<file path="src/trap_control_defs.vh">
// Constants for the trap control unit: register map, fields, reset values, trap codes
`ifndef TRAP_CONTROL_DEFS_VH
`define TRAP_CONTROL_DEFS_VH

// Register byte offsets
`define OFS_TRAP_VECTOR_BASE 8'h00
`define OFS_STATE_WORD 8'h04
`define OFS_FP_STATUS 8'h08

// trap_vector_base fields
`define TBA_HI 31
`define TBA_LO 12
`define TT_HI 11
`define TT_LO 4
`define TBR_ZERO_BITS 4

// processor_state_word fields
`define PSW_CWP_HI 4
`define PSW_CWP_LO 0
`define PSW_ET 5
`define PSW_PS 6
`define PSW_S 7
`define PSW_PIL_HI 11
`define PSW_PIL_LO 8
`define PSW_ERR 12

// fp_status_word fields
`define FSW_TEM_HI 4
`define FSW_TEM_LO 0
`define FSW_AEXC_HI 9
`define FSW_AEXC_LO 5
`define FSW_FCC_HI 11
`define FSW_FCC_LO 10

// Reset values
`define RST_ET 1'b0
`define RST_S 1'b1
`define RST_TT 8'h00
`define RST_TBA 20'h00000
`define RST_CWP 5'h00
`define RST_PIL 4'h0

// Reset trap vector and next-PC step
`define RESET_PC 32'h00000000
`define PC_STEP 32'h00000004

// Hardware trap type codes
`define TT_STORE_ERR 8'h2B
`define TT_ITLB_MISS 8'h3C
`define TT_IACC_ERR 8'h21
`define TT_REG_ERR 8'h20
`define TT_IACC_EXC 8'h01
`define TT_PRIV 8'h03
`define TT_ILLEGAL 8'h02
`define TT_FP_DIS 8'h04
`define TT_CP_DIS 8'h24
`define TT_FLUSH 8'h25
`define TT_WATCH 8'h0B
`define TT_WIN_OVF 8'h05
`define TT_WIN_UNF 8'h06
`define TT_MISALIGN 8'h07
`define TT_FP_EXC 8'h08
`define TT_CP_EXC 8'h28
`define TT_DACC_ERR 8'h29
`define TT_DTLB_MISS 8'h2C
`define TT_DACC_EXC 8'h09
`define TT_TAG_OVF 8'h0A
`define TT_DIV_ZERO 8'h2A
`define TT_IMPL_BASE 3'h3
`define TT_SW_BIT 1'b1
`define TT_IRQ_BASE 4'h1
`define IRL_UNMASKABLE 4'hF

// Exception request vector layout, ordered by priority
`define NEXC 22
`define EXC_FP_EXC 14
`define EXC_IMPL 21

// AXI responses
`define RESP_OKAY 2'h0
`define RESP_SLVERR 2'h2

`endif

</file>
<file path="src/trap_control_unit.v">
// Trap control unit: trap ranking, trap entry, error mode, reset traps, register slave
// Function
// - A set trap-enable mask bit traps an IEEE exception; clear bit accrues it.
// - Trapping IEEE exception leaves destination, condition codes, accrued bits unchanged.
// - Trap base register holds the software-written upper 20 table address bits.
// - Every non-reset trap writes a unique 8-bit trap type code.
// - Low 4 register bits read zero; the whole register is the handler address.
// - Codes up to 0x7F are hardware traps; 0x80 and up are software traps.
// - Implementation exceptions use 0x60 to 0x7F; unassigned low codes never appear.
// - Trap type code holds until a later trap overwrites it.
// - Trap with traps disabled enters halted error state, skipping normal trap actions.
// - Entering error state writes code only for a trapping return-from-trap.
// - In error state the unit requests an external reset.
// - External reset request makes a reset trap: PC 0, next PC 4.
// - Reset trap initialises only trap enable and supervisor bits; the code also clears the error state bit and the reset request.
// - Reset trap leaves the trap type code as it was.
// - Only the pending request with lowest priority number is taken.
// - Priorities 1 to 7 use the fixed exception code table.
// - Priorities 8 to 15 use the fixed exception code table.
// - Software traps priority 16; interrupt level n priority 32-n, code 0x10+n.
// - Trap entry clears enable, saves mode, sets supervisor, rotates window, saves PCs.
// - Non-reset trap jumps to trap base register, next PC four beyond.
// - With traps disabled interrupts are ignored; precise exceptions enter the error state.
// - Interrupt taken when level exceeds mask level or equals 15.
`include "trap_control_defs.vh"

module trap_control_unit #(
  parameter WINDOW_COUNT = 8,
  parameter NEXC = `NEXC
) (
  input wire clock, // 50 MHz core clock
  input wire rst_n, // Asynchronous reset, active low
  input wire ce, // Clock enable, freezes all state when low
  input wire [NEXC-1:0] exc_req, // Exception requests from pipeline
  input wire [4:0] impl_code, // Implementation exception number
  input wire sw_req, // Conditional trap instruction fired
  input wire [6:0] sw_num, // Software trap number
  input wire return_from_trap_instruction_active, // Requests stem from a return-from-trap
  input wire fp_done, // Floating-point op finished this cycle
  input wire [4:0] fp_ieee, // IEEE exceptions of that op
  input wire [1:0] fp_fcc_new, // Condition codes produced by that op
  input wire [31:0] pc_in, // Current program counter
  input wire [31:0] npc_in, // Current next program counter
  input wire [3:0] irl_pin, // Interrupt request level pins
  input wire ext_reset_pin, // External reset request pin
  output reg pc_load, // Pulse: load pc_out and npc_out
  output reg [31:0] pc_out, // New program counter
  output reg [31:0] npc_out, // New next program counter
  output reg save_we, // Pulse: write locals 17 and 18
  output reg [31:0] save_pc, // Value for local 17
  output reg [31:0] save_npc, // Value for local 18
  output reg fp_dest_we, // Pulse: commit fp destination register
  output reg halted, // Error state
  output reg reset_request, // Asks for external reset
  output reg [4:0] cwp_out, // Current window pointer
  output reg supervisor_out, // Supervisor mode
  input wire [7:0] s_axi_awaddr, // AXI write address
  input wire s_axi_awvalid, // AXI write address valid
  output reg s_axi_awready, // AXI write address ready
  input wire [31:0] s_axi_wdata, // AXI write data
  input wire [3:0] s_axi_wstrb, // AXI write strobes
  input wire s_axi_wvalid, // AXI write data valid
  output reg s_axi_wready, // AXI write data ready
  output reg [1:0] s_axi_bresp, // AXI write response
  output reg s_axi_bvalid, // AXI write response valid
  input wire s_axi_bready, // AXI write response ready
  input wire [7:0] s_axi_araddr, // AXI read address
  input wire s_axi_arvalid, // AXI read address valid
  output reg s_axi_arready, // AXI read address ready
  output reg [31:0] s_axi_rdata, // AXI read data
  output reg [1:0] s_axi_rresp, // AXI read response
  output reg s_axi_rvalid, // AXI read valid
  input wire s_axi_rready // AXI read ready
);

  function [31:0] byte_mask;
    input [3:0] strb;
    begin
      byte_mask = {{8{strb[3]}}, {8{strb[2]}}, {8{strb[1]}}, {8{strb[0]}}};
    end
  endfunction

  function addr_known;
    input [7:0] a;
    begin
      if (a == `OFS_TRAP_VECTOR_BASE)
        addr_known = 1'b1;
      else if (a == `OFS_STATE_WORD)
        addr_known = 1'b1;
      else if (a == `OFS_FP_STATUS)
        addr_known = 1'b1;
      else
        addr_known = 1'b0;
    end
  endfunction

  // Architectural state
  reg [19:0] tba_q;
  reg [7:0] tt_q;
  reg et_q;
  reg ps_q;
  reg [4:0] cwp_q;
  reg [3:0] pil_q;
  reg [4:0] tem_q;
  reg [4:0] aexc_q;
  reg [1:0] fcc_q;

  // Pin synchronisers
  reg [3:0] irl_meta_q;
  reg [3:0] irl_q;
  reg rst_meta_q;
  reg rst_sync_q;
  reg rst_prev_q;

  // Bus state
  reg aw_have_q;
  reg w_have_q;
  reg [7:0] aw_addr_q;
  reg [31:0] w_data_q;
  reg [3:0] w_strb_q;

  wire [31:0] tbr_value = {tba_q, tt_q, {`TBR_ZERO_BITS{1'b0}}};
  wire [31:0] psw_value = {19'h00000, halted, pil_q, supervisor_out, ps_q, et_q, cwp_q};
  wire [31:0] fsw_value = {20'h00000, fcc_q, aexc_q, tem_q};

  // Masked IEEE exception joins the pipeline's own fp fault
  wire fp_trap = fp_done & |(fp_ieee & tem_q);
  wire [NEXC-1:0] exc_all = exc_req | ({{(NEXC-1){1'b0}}, fp_trap} << `EXC_FP_EXC);

  wire win_hit;
  wire win_precise;
  wire [7:0] win_code;

  trap_prioritizer #(
    .NEXC(NEXC)
  ) u_prio (
    .exc_req(exc_all),
    .impl_code(impl_code),
    .sw_req(sw_req),
    .sw_num(sw_num),
    .irl(irl_q),
    .processor_interrupt_level(pil_q),
    .irq_en(et_q),
    .hit(win_hit),
    .precise(win_precise),
    .code(win_code)
  );

  wire reset_trap = rst_sync_q & ~rst_prev_q;
  wire take_trap = ~reset_trap & ~halted & win_hit & et_q;
  wire go_error = ~reset_trap & ~halted & win_precise & ~et_q;
  wire [4:0] cwp_dec = (cwp_q == 5'h00) ? WINDOW_COUNT[4:0] - 5'h01 : cwp_q - 5'h01;

  // Software register writes; a trap or reset trap drops the whole state word write, fp commit overrides accrued bits and fcc
  wire wr_fire = aw_have_q & w_have_q & ~s_axi_bvalid;
  wire [31:0] wmask = byte_mask(w_strb_q);
  wire wr_tbr = wr_fire & (aw_addr_q == `OFS_TRAP_VECTOR_BASE);
  wire wr_psw = wr_fire & (aw_addr_q == `OFS_STATE_WORD);
  wire wr_fsw = wr_fire & (aw_addr_q == `OFS_FP_STATUS);
  wire [31:0] tbr_new = (tbr_value & ~wmask) | (w_data_q & wmask);
  wire [31:0] psw_new = (psw_value & ~wmask) | (w_data_q & wmask);
  wire [31:0] fsw_new = (fsw_value & ~wmask) | (w_data_q & wmask);

  always @(posedge clock or negedge rst_n)
  begin
    if (!rst_n)
    begin
      irl_meta_q <= 4'h0;
      irl_q <= 4'h0;
      rst_meta_q <= 1'b0;
      rst_sync_q <= 1'b0;
      rst_prev_q <= 1'b0;
    end
    else if (ce)
    begin
      irl_meta_q <= irl_pin;
      irl_q <= irl_meta_q;
      rst_meta_q <= ext_reset_pin;
      rst_sync_q <= rst_meta_q;
      rst_prev_q <= rst_sync_q;
    end
  end

  // Trap sequencing and architectural registers
  always @(posedge clock or negedge rst_n)
  begin
    if (!rst_n)
    begin
      tba_q <= `RST_TBA;
      tt_q <= `RST_TT;
      et_q <= `RST_ET;
      supervisor_out <= `RST_S;
      ps_q <= 1'b0;
      cwp_q <= `RST_CWP;
      pil_q <= `RST_PIL;
      tem_q <= 5'h00;
      aexc_q <= 5'h00;
      fcc_q <= 2'h0;
      halted <= 1'b0;
      reset_request <= 1'b0;
      pc_load <= 1'b0;
      pc_out <= `RESET_PC;
      npc_out <= `RESET_PC;
      save_we <= 1'b0;
      save_pc <= 32'h00000000;
      save_npc <= 32'h00000000;
      fp_dest_we <= 1'b0;
      cwp_out <= `RST_CWP;
    end
    else if (ce)
    begin
      pc_load <= 1'b0;
      save_we <= 1'b0;
      fp_dest_we <= 1'b0;
      if (wr_tbr)
        tba_q <= tbr_new[`TBA_HI:`TBA_LO];
      if (wr_fsw)
      begin
        tem_q <= fsw_new[`FSW_TEM_HI:`FSW_TEM_LO];
        aexc_q <= fsw_new[`FSW_AEXC_HI:`FSW_AEXC_LO];
        fcc_q <= fsw_new[`FSW_FCC_HI:`FSW_FCC_LO];
      end
      if (wr_psw & ~reset_trap & ~take_trap)
      begin
        cwp_q <= psw_new[`PSW_CWP_HI:`PSW_CWP_LO];
        cwp_out <= psw_new[`PSW_CWP_HI:`PSW_CWP_LO];
        et_q <= psw_new[`PSW_ET];
        ps_q <= psw_new[`PSW_PS];
        supervisor_out <= psw_new[`PSW_S];
        pil_q <= psw_new[`PSW_PIL_HI:`PSW_PIL_LO];
      end
      // Untrapped fp result commits; a trapped one leaves everything alone
      if (fp_done & ~fp_trap & ~halted & ~reset_trap)
      begin
        aexc_q <= aexc_q | fp_ieee;
        fcc_q <= fp_fcc_new;
        fp_dest_we <= 1'b1;
      end
      if (reset_trap)
      begin
        // Trap type code deliberately untouched
        et_q <= 1'b0;
        supervisor_out <= 1'b1;
        halted <= 1'b0;
        reset_request <= 1'b0;
        pc_out <= `RESET_PC;
        npc_out <= `RESET_PC + `PC_STEP;
        pc_load <= 1'b1;
      end
      else if (take_trap)
      begin
        tt_q <= win_code;
        et_q <= 1'b0;
        ps_q <= supervisor_out;
        supervisor_out <= 1'b1;
        cwp_q <= cwp_dec;
        cwp_out <= cwp_dec;
        save_pc <= pc_in;
        save_npc <= npc_in;
        save_we <= 1'b1;
        pc_out <= {tba_q, win_code, {`TBR_ZERO_BITS{1'b0}}};
        npc_out <= {tba_q, win_code, {`TBR_ZERO_BITS{1'b0}}} + `PC_STEP;
        pc_load <= 1'b1;
      end
      else if (go_error)
      begin
        // Window, mode and saved counters stay as they are
        halted <= 1'b1;
        reset_request <= 1'b1;
        if (return_from_trap_instruction_active)
          tt_q <= win_code;
      end
    end
  end

  // AXI4-Lite write channel: address and data taken in either order
  always @(posedge clock or negedge rst_n)
  begin
    if (!rst_n)
    begin
      aw_have_q <= 1'b0;
      w_have_q <= 1'b0;
      aw_addr_q <= 8'h00;
      w_data_q <= 32'h00000000;
      w_strb_q <= 4'h0;
      s_axi_awready <= 1'b0;
      s_axi_wready <= 1'b0;
      s_axi_bvalid <= 1'b0;
      s_axi_bresp <= `RESP_OKAY;
    end
    else if (ce)
    begin
      s_axi_awready <= 1'b0;
      s_axi_wready <= 1'b0;
      if (s_axi_awvalid & ~aw_have_q & ~s_axi_awready)
      begin
        s_axi_awready <= 1'b1;
        aw_have_q <= 1'b1;
        aw_addr_q <= {s_axi_awaddr[7:2], 2'b00};
      end
      if (s_axi_wvalid & ~w_have_q & ~s_axi_wready)
      begin
        s_axi_wready <= 1'b1;
        w_have_q <= 1'b1;
        w_data_q <= s_axi_wdata;
        w_strb_q <= s_axi_wstrb;
      end
      if (wr_fire)
      begin
        s_axi_bvalid <= 1'b1;
        s_axi_bresp <= addr_known(aw_addr_q) ? `RESP_OKAY : `RESP_SLVERR;
      end
      else if (s_axi_bvalid & s_axi_bready)
      begin
        s_axi_bvalid <= 1'b0;
        aw_have_q <= 1'b0;
        w_have_q <= 1'b0;
      end
    end
  end

  // AXI4-Lite read channel
  always @(posedge clock or negedge rst_n)
  begin
    if (!rst_n)
    begin
      s_axi_arready <= 1'b0;
      s_axi_rvalid <= 1'b0;
      s_axi_rdata <= 32'h00000000;
      s_axi_rresp <= `RESP_OKAY;
    end
    else if (ce)
    begin
      s_axi_arready <= 1'b0;
      if (s_axi_rvalid)
      begin
        if (s_axi_rready)
          s_axi_rvalid <= 1'b0;
      end
      else if (s_axi_arvalid & ~s_axi_arready)
      begin
        s_axi_arready <= 1'b1;
        s_axi_rvalid <= 1'b1;
        s_axi_rresp <= `RESP_OKAY;
        if ({s_axi_araddr[7:2], 2'b00} == `OFS_TRAP_VECTOR_BASE)
          s_axi_rdata <= tbr_value;
        else if ({s_axi_araddr[7:2], 2'b00} == `OFS_STATE_WORD)
          s_axi_rdata <= psw_value;
        else if ({s_axi_araddr[7:2], 2'b00} == `OFS_FP_STATUS)
          s_axi_rdata <= fsw_value;
        else
        begin
          s_axi_rdata <= 32'h00000000;
          s_axi_rresp <= `RESP_SLVERR;
        end
      end
    end
  end

endmodule // trap_control_unit

</file>
<file path="src/trap_prioritizer.v">
// Fixed priority selection among exceptions, software traps and interrupts
`include "trap_control_defs.vh"

module trap_prioritizer #(
  parameter NEXC = `NEXC
) (
  input wire [NEXC-1:0] exc_req, // Exceptions, bit 0 highest priority
  input wire [4:0] impl_code, // Low bits of implementation code
  input wire sw_req, // Conditional trap instruction fired
  input wire [6:0] sw_num, // Software trap number
  input wire [3:0] irl, // Synchronised interrupt level
  input wire [3:0] processor_interrupt_level, // Processor interrupt level
  input wire irq_en, // Traps enabled
  output wire hit, // Some request wins
  output wire precise, // Winner is not an interrupt
  output wire [7:0] code // Winner trap type
);

  function [7:0] exc_code;
    input integer idx;
    begin
      case (idx)
        0: exc_code = `TT_STORE_ERR;
        1: exc_code = `TT_ITLB_MISS;
        2: exc_code = `TT_IACC_ERR;
        3: exc_code = `TT_REG_ERR;
        4: exc_code = `TT_IACC_EXC;
        5: exc_code = `TT_PRIV;
        6: exc_code = `TT_ILLEGAL;
        7: exc_code = `TT_FP_DIS;
        8: exc_code = `TT_CP_DIS;
        9: exc_code = `TT_FLUSH;
        10: exc_code = `TT_WATCH;
        11: exc_code = `TT_WIN_OVF;
        12: exc_code = `TT_WIN_UNF;
        13: exc_code = `TT_MISALIGN;
        14: exc_code = `TT_FP_EXC;
        15: exc_code = `TT_CP_EXC;
        16: exc_code = `TT_DACC_ERR;
        17: exc_code = `TT_DTLB_MISS;
        18: exc_code = `TT_DACC_EXC;
        19: exc_code = `TT_TAG_OVF;
        20: exc_code = `TT_DIV_ZERO;
        default: exc_code = 8'h00;
      endcase
    end
  endfunction

  wire [NEXC:0] seen;
  wire [7:0] part [0:NEXC];
  wire irq_hit;
  assign seen[0] = 1'b0;
  assign part[0] = 8'h00;

  // Lowest index wins; equal priorities resolve by index
  genvar i;
  generate
    for (i = 0; i < NEXC; i = i + 1)
    begin : g_sel
      wire win = exc_req[i] & ~seen[i];
      wire [7:0] c = (i == `EXC_IMPL) ? {`TT_IMPL_BASE, impl_code} : exc_code(i);
      assign seen[i+1] = seen[i] | exc_req[i];
      assign part[i+1] = part[i] | (win ? c : 8'h00);
    end
  endgenerate

  // Interrupts only while enabled; level 15 ignores the mask
  assign irq_hit = irq_en & (irl != 4'h0) & ((irl > processor_interrupt_level) | (irl == `IRL_UNMASKABLE));
  assign precise = seen[NEXC] | sw_req;
  assign hit = precise | irq_hit;
  assign code = seen[NEXC] ? part[NEXC] :
    sw_req ? {`TT_SW_BIT, sw_num} :
    {`TT_IRQ_BASE, irl};

endmodule // trap_prioritizer
</file>
<file path="config.mk">
export PLATFORM = sky130hd
export DESIGN_NAME = trap_control_unit
export DESIGN_NICKNAME = d
export VERILOG_FILES = /design/src/trap_control_unit.v /design/src/trap_prioritizer.v
export VERILOG_INCLUDE_DIRS = /design/src
export SDC_FILE = /design/constraint.sdc
export NUM_CORES = 1
export LEC_CHECK = 0
export ABC_AREA = 1
export BUFFER_PORTS_ARGS = -buffer_cell sky130_fd_sc_hd__buf_2
export CAP_MARGIN = 20
export CORE_ASPECT_RATIO = 1.25
export CORE_UTILIZATION = 51
export DETAILED_ROUTE_END_ITERATION = 12
export PLACE_DENSITY = 0.91
export SLEW_MARGIN = 20
export SYNTH_ARGS = -nofsm -noshare
export SYNTH_HDL_FRONTEND = slang
export SYNTH_SLANG_ARGS = --single-unit
</file>
<file path="constraint.sdc">
create_clock -name clock -period 3 [get_ports clock]
set_input_delay 0.45 -clock clock [delete_from_list [all_inputs] [get_ports clock]]
set_output_delay 0.45 -clock clock [all_outputs]
set_load 0.01 [all_outputs]
</file>
==> out/qor.yml <==
timing:
  finClkSkew_ns: 0.0342
  setup_ws_ns: 0.226
  period_share: 0.925
  relSlewSlack: 0.593
  rsz0062_at_grt: "false"
  fin_hold_ws_ns: 0.105
  fmax_mhz: 360
  min_period_ns: 2.77
  hold_viol: 0
  tns_ns: 0
  tightest_slew_ns: 0.608
  maxSlewViolCount: 0
  setup_violations: 0
grt:
  grt_pass1_wl_um: 51500
  first_global_vias: 9987
  grtUsageTotal: 0.296
  antenna_found_initial: 8
  grt_max_degree: 94
  grt.overflow.total: 0
cells_and_area:
  fillers: 1745
  fin_cells: 1940
  fin_nets: 1817
  area_growth_pct: 23.2
  fin_area_um2: 13700
  drive_above_1_share: 0.264
  fin_util: 0.640
setup_path:
  ff2ff_setup_slack_ns: 0.23
  slowest_stage: "dfrtp_1"
  start_kind: "register"
  cp-end-kind: "register"
  worst_path_largest_cell_delay_ns: 0.40
  crit_arrival_ns: 3.24
  worstPathMaxFanout: 11
  required_ns: 3.46
  crit_chain: "nand2_1 > nand3_1 > nor2_1 > nor2_1 > nor2_1 > nand4_4 > nor2_4 > nand4_2 > nor2_4 > nand4_2 > nand2_4 > buf_4 > inv_1 > o21ai_1 > nand2_1 > nand2_1"
  worstSetupPathType: "reg2reg"
  timing.rr.end: "cwp_q[2]$_DFFE_PN0P_"
  r2r_cells: 16
clock_network:
  clockBufferDepth: 3
  cts.repair.resized: 0
  cts-root-buf: "clkbuf_16"
  cts_tree: "done"
  cts_hold_buffers: 1
  cts_num_sinks: 248
  cts.reportedPaths.clkPinSlew_ns: 0.07
  cts_made_buffers: 24
  htreeDepth: 1
  clk_latency_ns: 0.54
  post-cts-setup-buffer-count: 0
route:
  vias: 10079
  drtPass1Iterations: 5
  vias_per_cell: 5.20
  wire_per_inst_um: 17.2
  drtAntennaViolNets: 0
  wl_um: 33300
  drtIter0Drc: 658
  drc: 0
logic_synthesis:
  ys_types: 46
  avgSynthCellArea_um2: 8.40
  synth-edff-count: 0
  ys_ff_latch: 248
  async_flop_share: 1.00
  synth_top_area_share: 0.554
  synthMuxAreaShare: 0.0121
  ys_seq_area_frac: 0.556
  synth-adder-area-share: 0.00561
  synthTopCellsByArea: "dfrtp_1, nand2_1, o21ai_0, inv_1, buf_4"
  yosys.cell_count.top_type: "nand2_1"
  yosys.area.top_type: "dfrtp_1"
  synthXorXnorAreaFrac: 0.00157
  synthFlopType: "dfrtp_1"
  yosys.area_share.simple: 0.259
  yosys_warnings: 0
  synth_commonest_cells: "nand2_1, dfrtp_1, inv_1, o21ai_0, nor2_1"
  synthCells: 1328
  synth_area_um2: 11200
  synth_compound_area_frac: 0.0756
  synth_top_family_by_area: "simple AND/OR/NAND/NOR gates"
die:
  start_util: 0.520
  die_w_um: 134
  fp.dieH_um: 167
  rows: 60
  coreArea_um2: 21500
  dieArea_um2: 22500
  ios: 353
placed_design:
  place_congestion: 0.903
  placed_area_um2: 12900
  port_buffers: 339
  hpwl_um: 23800
  placed_cells_incl_taps: 1891
  dp_slack_ns: 0.120
pwr:
  leakagePower_nw: 7.82
  power.density_nw_per_um2: 706
  vdd_drop_max_mv: 0.507
  p_total_mw: 9.71
worst_hold_path:
  min_to: "w_strb_q[0]$_DFFE_PN0P_"
  hp-class: "in2reg"
  hp-start: "s_axi_wstrb[0]"
  whs_path_depth: 3
run_status:
  outcome: "complete, no violations"
job:
  drv_cap: 0
-- where the power goes --
group          leakage, nW  switching (mW)  internal, mW
clock                0.380            1.33          1.73
combinational         4.16            1.31         0.772
sequential            3.28           0.485          4.08
-- cells in the final DEF (no fill, tap or decap), drive strengths merged, types with 2 or more instances in the layout --
cell and n:
a211oi 2, a21oi 30, buf 364, bufinv 2, clkbuf 30, clkinv 11, clkinvlp 4, conb 9
dfrtp 247, diode 5, ha 5, inv 103, mux2 12, nand2 576, nand3 35, nand4 17
nor2 64, nor3 9, nor4 5, o2111ai 3, o211ai 6, o21ai 101, o21bai 2, o22ai 2
o31ai 4, or2 2, xor2 2
-- worst max-delay path by stage --
stage	cells past startpoint	to
finish	16	cwp_q[2]$_DFFE_PN0P_
global route	16	cwp_q[2]$_DFFE_PN0P_
CTS	16	cwp_q[2]$_DFFE_PN0P_
detailed placement	17	cwp_q[2]$_DFFE_PN0P_
global placement	18	cwp_out[2]$_DFFE_PN0P_
floorplan	16	pc_out[24]$_DFFE_PN0P_
-- final cells by class --
type                       count  area (um^2)  share of cell area
antenna                        5         12.5            0.000911
clock buffer                  30          653              0.0475
clock inverter                13          140              0.0102
inverter                     107          403              0.0293
multi-input combinational    893         4000               0.291
sequential                   248         6210               0.452
tap                          279          349              0.0254
timing repair buffer         365         1980               0.144
-- critical path: cells and delay by family (launching register included) --
family                 cells  cell delay (ns)
buffers and inverters      2             0.25
AOI/OAI and AO/OA          1             0.26
and+or+nand+nor           13             1.78
DFF                        1             0.40
-- logic make-up (layout without fill, tap and decap cells) --
kind of cell	after synthesis	in the layout
adder cells (fa/ha/maj)	5	5
XOR/XNOR	2	2
buffers and inverters	195	515
AND/OR/NAND/NOR	710	710
AO/OA/AOI/OAI	155	155
other	1	14
flip-flops	248	248
multiplexers	12	12
-- layer usage --
layer,up-vias,GRT usage,wire length [um]
met5,-,0,31
met4,4,0.125,1360
met3,91,0.0869,3350
met2,530,0.511,16200
met1,4695,0.341,12300
li1,4759,-,-
No activity file was read; power rests on OpenSTA's default activity.
